[config.mk]
export PLATFORM = sky130hd
export DESIGN_NAME = stepper_step_sequencer
export DESIGN_NICKNAME = d
export VERILOG_FILES = /design/src/step_seq_pkg.sv /design/src/stepper_step_sequencer.sv
export SDC_FILE = /design/constraint.sdc
export NUM_CORES = 1
export LEC_CHECK = 0
export BUFFER_PORTS_ARGS = -buffer_cell sky130_fd_sc_hd__buf_2
export CAP_MARGIN = 0
export CORE_MARGIN = 8
export CORE_UTILIZATION = 50
export CTS_CLUSTER_DIAMETER = 200
export DETAILED_ROUTE_END_ITERATION = 10
export PLACE_DENSITY = 0.87
export SYNTH_ARGS = -nofsm -noshare
export SYNTH_HDL_FRONTEND = slang
export SYNTH_SLANG_ARGS = --single-unit
[constraint.sdc]
create_clock -name aclk -period 3.3 [get_ports aclk]
set_input_delay 0.495 -clock aclk [delete_from_list [all_inputs] [get_ports aclk]]
set_output_delay 0.495 -clock aclk [all_outputs]
set_load 0.05 [all_outputs]
[src/step_seq_pkg.sv]
// Constants and register map of the stepper step sequencer
package step_seq_pkg;
  // ==========================================================
  // Register byte offsets
  localparam logic [7:0] OFS_CTRL = 8'h00; // Control word
  localparam logic [7:0] OFS_STATUS = 8'h04; // Sequencer state
  localparam logic [7:0] OFS_PHASE = 8'h08; // Phase codes
  // ==========================================================
  // Field positions
  localparam int CTRL_DUAL_BIT = 0; // Dual edge stepping enable
  localparam int ST_POS_LSB = 0; // Position, five bits
  localparam int ST_DIR_BIT = 8; // Sampled direction
  localparam int ST_MODE_LSB = 12; // Sampled mode, three bits
  localparam int ST_STBY_BIT = 16; // Logic standby
  localparam int PH_A_LSB = 0; // Phase A code, four bits
  localparam int PH_A_NEG_BIT = 4; // Phase A polarity
  localparam int PH_B_LSB = 8; // Phase B code, four bits
  localparam int PH_B_NEG_BIT = 12; // Phase B polarity
  // ==========================================================
  // Reset values and counts
  localparam logic CTRL_DUAL_RESET = 1'b0; // Rising edge only
  localparam logic [4:0] POS_RESET = 5'h00; // Starting excitation
  localparam logic [2:0] MODE_RESET = 3'h0; // Full step, code 8
  localparam int SYNC_STAGES = 2; // Pin synchroniser depth
  localparam real RESET_TO_STEP_US = 5.0; // Least gap reset to step
  localparam real CLK_MHZ = 25.0; // Clock rate
  localparam int RESET_TO_STEP_CYC = int'(RESET_TO_STEP_US * CLK_MHZ + 0.999);
  // ==========================================================
  // Mode codes, written {bit0, bit1, bit2}
  localparam logic [2:0] MSEL_FULL8 = 3'h0; // Full step, code 8
  localparam logic [2:0] MSEL_FULLF = 3'h4; // Full step, code F
  localparam logic [2:0] MSEL_HALF = 3'h2; // Half step
  localparam logic [2:0] MSEL_HALFF = 3'h6; // Half step, code F
  localparam logic [2:0] MSEL_QUARTER = 3'h1; // Quarter step
  localparam logic [2:0] MSEL_EIGHTH = 3'h5; // Eighth step
  localparam logic [2:0] MSEL_SIXTEENTH = 3'h3; // Sixteenth step
  localparam logic [2:0] MSEL_STANDBY = 3'h7; // Logic standby
  localparam logic [1:0] RESP_OKAY = 2'h0; // AXI okay
  localparam logic [1:0] RESP_SLVERR = 2'h2; // AXI slave error
endpackage

[src/stepper_step_sequencer.sv]
// Step sequencer and translator with AXI4-Lite register access
// Function
// RQ1 - Controller waits over 5 us after reset
// RQ2 - Direction and resolution come from pins
// RQ3 - Direction and mode sampled at step edge
// RQ4 - Standard variant advances on rising edges
// RQ5 - Dual edge variant advances on both edges
// RQ6 - Mode change continues from current position
// RQ7 - Cyclic 32-state phase code table
// RQ8 - Each resolution visits its own position subset
// RQ9 - Reset pin clears to starting position
// RQ10 - Three select bits decode the step mode
// RQ11 - Standby holds position, ignores step edges
// RQ12 - Position wraps cyclically both directions
//
// Implementation choices: the AXI4-Lite slave port and the placing of the registers.
`timescale 1ns/1ps
`default_nettype none
module stepper_step_sequencer
  import step_seq_pkg::*;
(
  input wire logic aclk, // System clock, 25 MHz
  input wire logic aresetn, // Synchronous reset, active low
  input wire logic step_clk_pin, // Step clock from controller
  input wire logic rotation_direction_sel, // Low forward, high reverse
  input wire logic step_res_sel_bit0, // Mode select bit 0
  input wire logic step_res_sel_bit1, // Mode select bit 1
  input wire logic step_res_sel_bit2, // Mode select bit 2
  input wire logic seq_reset_pin, // Logic reset, active high
  input wire logic [7:0] s_axi_awaddr, // Write address
  input wire logic s_axi_awvalid, // Write address valid
  output logic s_axi_awready, // Write address ready
  input wire logic [31:0] s_axi_wdata, // Write data
  input wire logic [3:0] s_axi_wstrb, // Write strobes
  input wire logic s_axi_wvalid, // Write data valid
  output logic s_axi_wready, // Write data ready
  output logic [1:0] s_axi_bresp, // Write response
  output logic s_axi_bvalid, // Write response valid
  input wire logic s_axi_bready, // Write response ready
  input wire logic [7:0] s_axi_araddr, // Read address
  input wire logic s_axi_arvalid, // Read address valid
  output logic s_axi_arready, // Read address ready
  output logic [31:0] s_axi_rdata, // Read data
  output logic [1:0] s_axi_rresp, // Read response
  output logic s_axi_rvalid, // Read data valid
  input wire logic s_axi_rready, // Read data ready
  output logic [3:0] phase_a_code, // Phase A current ratio code
  output logic phase_a_neg, // Phase A reversed polarity
  output logic [3:0] phase_b_code, // Phase B current ratio code
  output logic phase_b_neg, // Phase B reversed polarity
  output logic logic_standby, // Standby mode selected
  output logic full_current_mode // Code F fixed mode in use
);
  // ==========================================================
  // Table and stepping functions
  // Phase A entry {neg, code} for a position
  function automatic logic [4:0] phase_a(input logic [4:0] p);
    logic [5:0] t;
    t = 6'h00;
    if (p < 5'd8) t = 6'd8 - {1'b0, p};
    else if (p == 5'd8) t = 6'h00;
    else if (p < 5'd24) t = {1'b0, p} - 6'd8;
    else if (p == 5'd24) t = 6'd15;
    else t = 6'd40 - {1'b0, p};
    return {(p > 5'd8), t[3:0]};
  endfunction
  // Phase B entry {neg, code} for a position
  function automatic logic [4:0] phase_b(input logic [4:0] p);
    logic [5:0] t;
    t = 6'h00;
    if (p < 5'd8) t = 6'd8 + {1'b0, p};
    else if (p < 5'd10) t = 6'd15;
    else if (p < 5'd25) t = 6'd24 - {1'b0, p};
    else t = {1'b0, p} - 6'd24;
    return {(p > 5'd24), t[3:0]};
  endfunction
  // Position stride of a mode
  function automatic logic [4:0] stride(input logic [2:0] m);
    logic [4:0] s;
    s = 5'd16;
    unique case (m)
      MSEL_HALF, MSEL_HALFF: s = 5'd8;
      MSEL_QUARTER: s = 5'd4;
      MSEL_EIGHTH: s = 5'd2;
      MSEL_SIXTEENTH: s = 5'd1;
      default: s = 5'd16;
    endcase
    return s;
  endfunction
  // ==========================================================
  // Pin synchronisers, third stage for edge detection
  logic [SYNC_STAGES:0] clk_sync_q; // Step clock pipeline
  logic [SYNC_STAGES-1:0] dir_sync_q; // Direction pipeline
  logic [SYNC_STAGES-1:0] rst_sync_q; // Reset pin pipeline
  logic [2:0] sel_meta_q; // Mode first stage
  logic [2:0] sel_sync_q; // Mode second stage
  // Shift every pin through two flip-flops, the step clock through three
  always_ff @(posedge aclk)
  begin
    if (!aresetn)
    begin
      clk_sync_q <= '0;
      dir_sync_q <= '0;
      rst_sync_q <= '0;
      sel_meta_q <= 3'h0;
      sel_sync_q <= 3'h0;
    end
    else
    begin
      clk_sync_q <= {clk_sync_q[SYNC_STAGES-1:0], step_clk_pin};
      dir_sync_q <= {dir_sync_q[0], rotation_direction_sel};
      rst_sync_q <= {rst_sync_q[0], seq_reset_pin};
      sel_meta_q <= {step_res_sel_bit0, step_res_sel_bit1, step_res_sel_bit2};
      sel_sync_q <= sel_meta_q;
    end
  end
  // ==========================================================
  // Step decode
  logic dual_q; // Dual edge stepping enable
  logic [4:0] pos_q; // Table position
  logic [4:0] pos_d; // Next table position
  logic dir_q; // Last sampled direction
  logic [2:0] mode_q; // Last sampled mode
  wire step_rise = clk_sync_q[1] & ~clk_sync_q[2]; // Rising step edge
  wire step_fall = ~clk_sync_q[1] & clk_sync_q[2]; // Falling step edge
  wire seq_rst = rst_sync_q[1]; // Reset pin level
  wire dir_now = dir_sync_q[1]; // Direction at this edge
  wire [2:0] sel_now = sel_sync_q; // Mode at this edge
  // RQ4 RQ5 edge selection
  wire step_evt = step_rise | (dual_q & step_fall);
  // RQ11 standby gate
  wire stby_now = (sel_now == MSEL_STANDBY);
  wire [4:0] stride_now = stride(sel_now); // Stride of new mode
  wire [4:0] grid_mask = ~(stride_now - 5'd1); // Grid of new mode
  wire [4:0] pos_al = pos_q & grid_mask; // Grid point at or below
  // RQ6 RQ8 RQ12 next grid point, wrapping
  wire [4:0] pos_fwd = pos_al + stride_now;
  wire [4:0] pos_rev = (pos_q == pos_al) ? pos_q - stride_now : pos_al;
  // RQ2 direction picks traversal order
  wire [4:0] pos_step = dir_now ? pos_rev : pos_fwd;
  // RQ9 reset pin wins over stepping
  assign pos_d = seq_rst ? POS_RESET : (step_evt && !stby_now) ? pos_step : pos_q;
  wire [4:0] ent_a = phase_a(pos_d); // Phase A entry
  wire [4:0] ent_b = phase_b(pos_d); // Phase B entry
  // ==========================================================
  // Sequencer state and outputs
  // RQ3 sample direction and mode only at a step edge
  always_ff @(posedge aclk)
  begin
    if (!aresetn)
    begin
      pos_q <= POS_RESET;
      dir_q <= 1'b0;
      mode_q <= MODE_RESET;
      phase_a_code <= 4'h8;
      phase_a_neg <= 1'b0;
      phase_b_code <= 4'h8;
      phase_b_neg <= 1'b0;
      logic_standby <= 1'b0;
      full_current_mode <= 1'b0;
    end
    else
    begin
      pos_q <= pos_d;
      if (step_evt)
      begin
        dir_q <= dir_now;
        mode_q <= sel_now;
      end
      // RQ7 RQ10 table lookup and mode flags
      phase_a_code <= ent_a[3:0];
      phase_a_neg <= ent_a[4];
      phase_b_code <= ent_b[3:0];
      phase_b_neg <= ent_b[4];
      logic_standby <= stby_now;
      full_current_mode <= (sel_now == MSEL_FULLF) || (sel_now == MSEL_HALFF);
    end
  end
  // ==========================================================
  // AXI4-Lite slave
  logic [7:0] awaddr_q; // Captured write address
  logic [31:0] wdata_q; // Captured write data
  logic [3:0] wstrb_q; // Captured strobes
  wire wr_go = !s_axi_awready && !s_axi_wready && !s_axi_bvalid; // Both halves held
  wire wr_ctrl = (awaddr_q == OFS_CTRL); // Control write hit
  wire wr_ok = wr_ctrl || (awaddr_q == OFS_STATUS) || (awaddr_q == OFS_PHASE);
  wire rd_ctrl = (s_axi_araddr == OFS_CTRL); // Control read hit
  wire rd_stat = (s_axi_araddr == OFS_STATUS); // Status read hit
  wire rd_phase = (s_axi_araddr == OFS_PHASE); // Phase read hit
  wire [31:0] ctrl_word = 32'(dual_q) << CTRL_DUAL_BIT; // Control view
  wire [31:0] stat_word = (32'(pos_q) << ST_POS_LSB) | (32'(dir_q) << ST_DIR_BIT)
    | (32'(mode_q) << ST_MODE_LSB) | (32'(logic_standby) << ST_STBY_BIT);
  wire [31:0] phase_word = (32'(phase_a_code) << PH_A_LSB)
    | (32'(phase_a_neg) << PH_A_NEG_BIT) | (32'(phase_b_code) << PH_B_LSB)
    | (32'(phase_b_neg) << PH_B_NEG_BIT);
  wire [31:0] rd_mux = rd_ctrl ? ctrl_word : rd_stat ? stat_word
    : rd_phase ? phase_word : 32'h0000_0000;
  // Write channels and control register
  always_ff @(posedge aclk)
  begin
    if (!aresetn)
    begin
      s_axi_awready <= 1'b1;
      s_axi_wready <= 1'b1;
      s_axi_bvalid <= 1'b0;
      s_axi_bresp <= RESP_OKAY;
      awaddr_q <= 8'h00;
      wdata_q <= 32'h0000_0000;
      wstrb_q <= 4'h0;
      dual_q <= CTRL_DUAL_RESET;
    end
    else
    begin
      if (s_axi_awvalid && s_axi_awready)
      begin
        awaddr_q <= s_axi_awaddr;
        s_axi_awready <= 1'b0;
      end
      if (s_axi_wvalid && s_axi_wready)
      begin
        wdata_q <= s_axi_wdata;
        wstrb_q <= s_axi_wstrb;
        s_axi_wready <= 1'b0;
      end
      if (wr_go)
      begin
        s_axi_bvalid <= 1'b1;
        s_axi_bresp <= wr_ok ? RESP_OKAY : RESP_SLVERR;
        if (wr_ctrl && wstrb_q[0])
          dual_q <= wdata_q[CTRL_DUAL_BIT];
      end
      if (s_axi_bvalid && s_axi_bready)
      begin
        s_axi_bvalid <= 1'b0;
        s_axi_awready <= 1'b1;
        s_axi_wready <= 1'b1;
      end
    end
  end
  // Read channel
  always_ff @(posedge aclk)
  begin
    if (!aresetn)
    begin
      s_axi_arready <= 1'b1;
      s_axi_rvalid <= 1'b0;
      s_axi_rdata <= 32'h0000_0000;
      s_axi_rresp <= RESP_OKAY;
    end
    else if (s_axi_arvalid && s_axi_arready)
    begin
      s_axi_arready <= 1'b0;
      s_axi_rvalid <= 1'b1;
      s_axi_rdata <= rd_mux;
      s_axi_rresp <= (rd_ctrl || rd_stat || rd_phase) ? RESP_OKAY : RESP_SLVERR;
    end
    else if (s_axi_rvalid && s_axi_rready)
    begin
      s_axi_rvalid <= 1'b0;
      s_axi_arready <= 1'b1;
    end
  end
endmodule
`default_nettype wire

==> run_results.csv <==
group,metric,value,unit
pwr,p_sw_share,27.4,%
hold_path,hold_path_end,"sel_meta_q[0]",
pwr,p_leak,1.76,nW
timing,period_needed,3.11,ns
clocking,htree_num_levels,3,
critical_path,worstReg2RegStart,"sel_now[0]",
synth,syn-cell-area,0.00332,sq mm
synth,async_flop_share,0,%
critical_path,critPathKind,"flop to flop",
routing,num_vias,2923,
grt,grt_max_degree,28,
routing,drtPass1Iterations,5,
die,rows,29,
clocking,clockRootBuffer,"clkbuf_8",
pwr,power.switching,0.000509,W
timing,fin_tns_setup,0,ns
placement,hpwl,6180,um
grt,grt_usage,17.3,%
grt,overflow,0,
critical_path,required,3.54,ns
pwr,peakVddDrop,378,uV
routing,routed-wl-met3,667,um
routing,drc,0,
synth,synth_seq_cells,65,
routing,finalWirelength,8050,um
placement,dpl-instance-area,0.00368,sq mm
timing,rsz0062_at_grt,"no",
critical_path,worst_r2r_path_depth,13,
routing,route.met2.wl,3840,um
die,die_w,97.5,um
pwr,p_int,0.00135,W
finish,final_util,61.6,%
die,start_util,52.0,%
timing,hold_viol,0,
timing,post-route-period-util,94.1,%
finish,diodes,0,
critical_path,crit_fanout,6,
timing,fmax,322,MHz
timing,setup_viol,0,
routing,wl_per_cell,15.2,um
die,floorplan.die_area,0.00951,sq mm
routing,ant_nets,0,
pwr,clkPwrFrac,41.2,%
timing,relSlewSlack,42.2,%
finish,final_common_cell,"dfxtp_1",
die,die_h,97.5,um
synth,synth_area_leader_cell,"dfxtp_1",
hold_path,min_path_cells,2,
critical_path,r2r_slack,0.19,ns
hold_path,hold_class,"input pin to flop",
pwr,power_frac_seq,44.8,%
timing,report.final.slew_viol_count,0,
synth,synth_edf_count,0,
critical_path,reg2reg_to,"phase_a_code[1]",
finish,design_area,0.00393,sq mm
timing,fin_ws,0.195,ns
clocking,cts_tree,"yes",
run_status,status,"finished clean",
die,ioPinCount,118,
pwr,combPwrFrac,14.0,%
placement,port_buffers,62,
synth,ys_seq_area_share,39.2,%
routing,drt_iter0_markers,169,
finish,area_growth,18.4,%
routing,topRoutingLayerUsed,"met4",
synth,ys_warn_count,0,
finish,drive_above_1_share,25.9,%
grt,antenna_found_initial,0,
placement,routabilityCongestion,0.897,
timing,clock_skew,0.00547,ns
clocking,cts_buffers,9,
flow_run,cap_violations,0,
timing,worst_pin_slew,0.866,ns
critical_path,cp-start-kind,"flop",
synth,synth_top_area_share,39.2,%
finish,layout_common_cells,"dfxtp_1, buf_2, nor2_1, a21oi_1, nand2_1",
clocking,cts_sinks,65,
critical_path,cp.arrival,3.34,ns
finish,nets,524,
clocking,cts.clk_slew.worst_paths,0.07,ns
clocking,worstSkewPairLatency,0.35,ns
synth,syn_area_per_cell,8.86,sq um
critical_path,end_kind,"flop",
grt,grt_pass1_wl,13700,um
pwr,power_density,472,mW/mm^2
hold_path,min_from,"step_res_sel_bit2",
grt,grt_pass1_vias,2978,
die,core,0.00639,sq mm
routing,drt-vias-per-instance,5.53,
synth,synth.area.top_cells,"dfxtp_1, buf_4, nor2_1",
clocking,clk_path_buf_depth,2,
synth,netlist_instances,375,
placement,place_ws,0.125,ns
synth,synth_flop_cell,"dfxtp_1",
finish,fill_cells,548,
routing,wl_met1,3370,um
synth,ys_types,63,
## stage by stage
stage	hold slack [ns]	instances	total power [W]
after floorplan	0.412	395	0.00106
after global placement	0.416	512	0.00110
after detailed placement	0.418	512	0.00110
after CTS	0.334	528	0.00186
after global routing	0.343	529	0.00193
final	0.354	529	0.00186
## worst max-delay path by stage
stage | slack [ns] | from | endpoint
floorplan | 0.32 | sel_now[1] | phase_a_code[1]
global placement | 0.20 | sel_now[1] | phase_a_code[1]
detailed placement | 0.12 | sel_now[0] | phase_a_code[2]
CTS | 0.10 | sel_now[0] | phase_a_code[2]
global route | 0.007 | sel_now[2] | phase_b_code[2]
finish | 0.19 | sel_now[0] | phase_a_code[1]
## cell type report
class | instances | area, sq um | share of cell area (%)
clock buffer | 11 | 151 | 3.85
clock inverter | 5 | 77.6 | 1.97
inverter | 19 | 71.3 | 1.81
multi-input combinational | 275 | 1810 | 46.1
sequential | 65 | 1300 | 33.1
tap | 77 | 96.3 | 2.45
timing repair buffer | 77 | 423 | 10.8
## what timing repair did
action,CTS,global route
endpoints found under the setup margin,0,6
setup buffers,0,1
resized for setup,0,5
hold buffers,0,0
## synthesized netlist by cell type (5+ instances only)
cell,count
clkbuf_1,9
nor2_1,38
dfxtp_1,65
buf_4,23
inv_1,19
nand3_1,15
nand2b_1,5
nand2_1,25
a222oi_1,7
a21oi_1,26
a21o_1,7
mux2i_1,7
a31oi_1,7
a22oi_1,6
o21ai_0,12
and2_1,16
ha_1,10
nor3_1,11
## worst max-delay path, cell delays in order, from the launching register on
cell	delay [ns]
dfxtp_1	0.35
nor2b_1	0.35
nand2_1	0.18
inv_1	0.13
ha_1	0.25
a21o_1	0.17
a21oi_1	0.26
xor2_1	0.12
a222oi_1	0.31
buf_4	0.18
nand2_1	0.15
nand2_1	0.19
a21oi_1	0.06
a211oi_1	0.29
## power by group through the flow
stage | sequential (W) | combinational, W | clock (W)
floorplan | 0.000879 | 0.000183 | 0
detailed placement | 0.000849 | 0.000256 | 0
finish | 0.000832 | 0.000260 | 0.000765
global route | 0.000835 | 0.000280 | 0.000818
CTS | 0.000831 | 0.000257 | 0.000777
global placement | 0.000847 | 0.000251 | 0
## registers in the layout (all words and copies together) (netlist names), 2 cells and up
signal	flops
awaddr_q	8
phase_a_code	4
mode_q	3
dir_sync_q	2
phase_b_code	4
clk_sync_q	3
rst_sync_q	2
pos_q	5
s_axi_rdata	13
sel_meta_q	3
sel_now	3
## logic make-up (layout without fill, tap and decap cells)
group / count (synthesis) / after routing / synth area share, %
AND/OR/NAND/NOR: 133 / 133 / 21.0
AO/OA/AOI/OAI: 94 / 94 / 21.4
XOR/XNOR: 8 / 8 / 2.11
flip-flops: 65 / 65 / 39.2
other: 1 / 21 / 0.113
adder cells (fa/ha/maj): 12 / 12 / 4.97
multiplexers: 7 / 7 / 2.11
buffers and inverters: 55 / 112 / 9.12
## metal layers
metal / up-vias / GRT usage (%)
li1: 1446 / -
met1: 1335 / 19.0
met2: 124 / 28.5
met3: 18 / 6.54
met4: 0 / 8.97
met5: - / 0
Note: power is estimated with default switching activity, not from simulation.
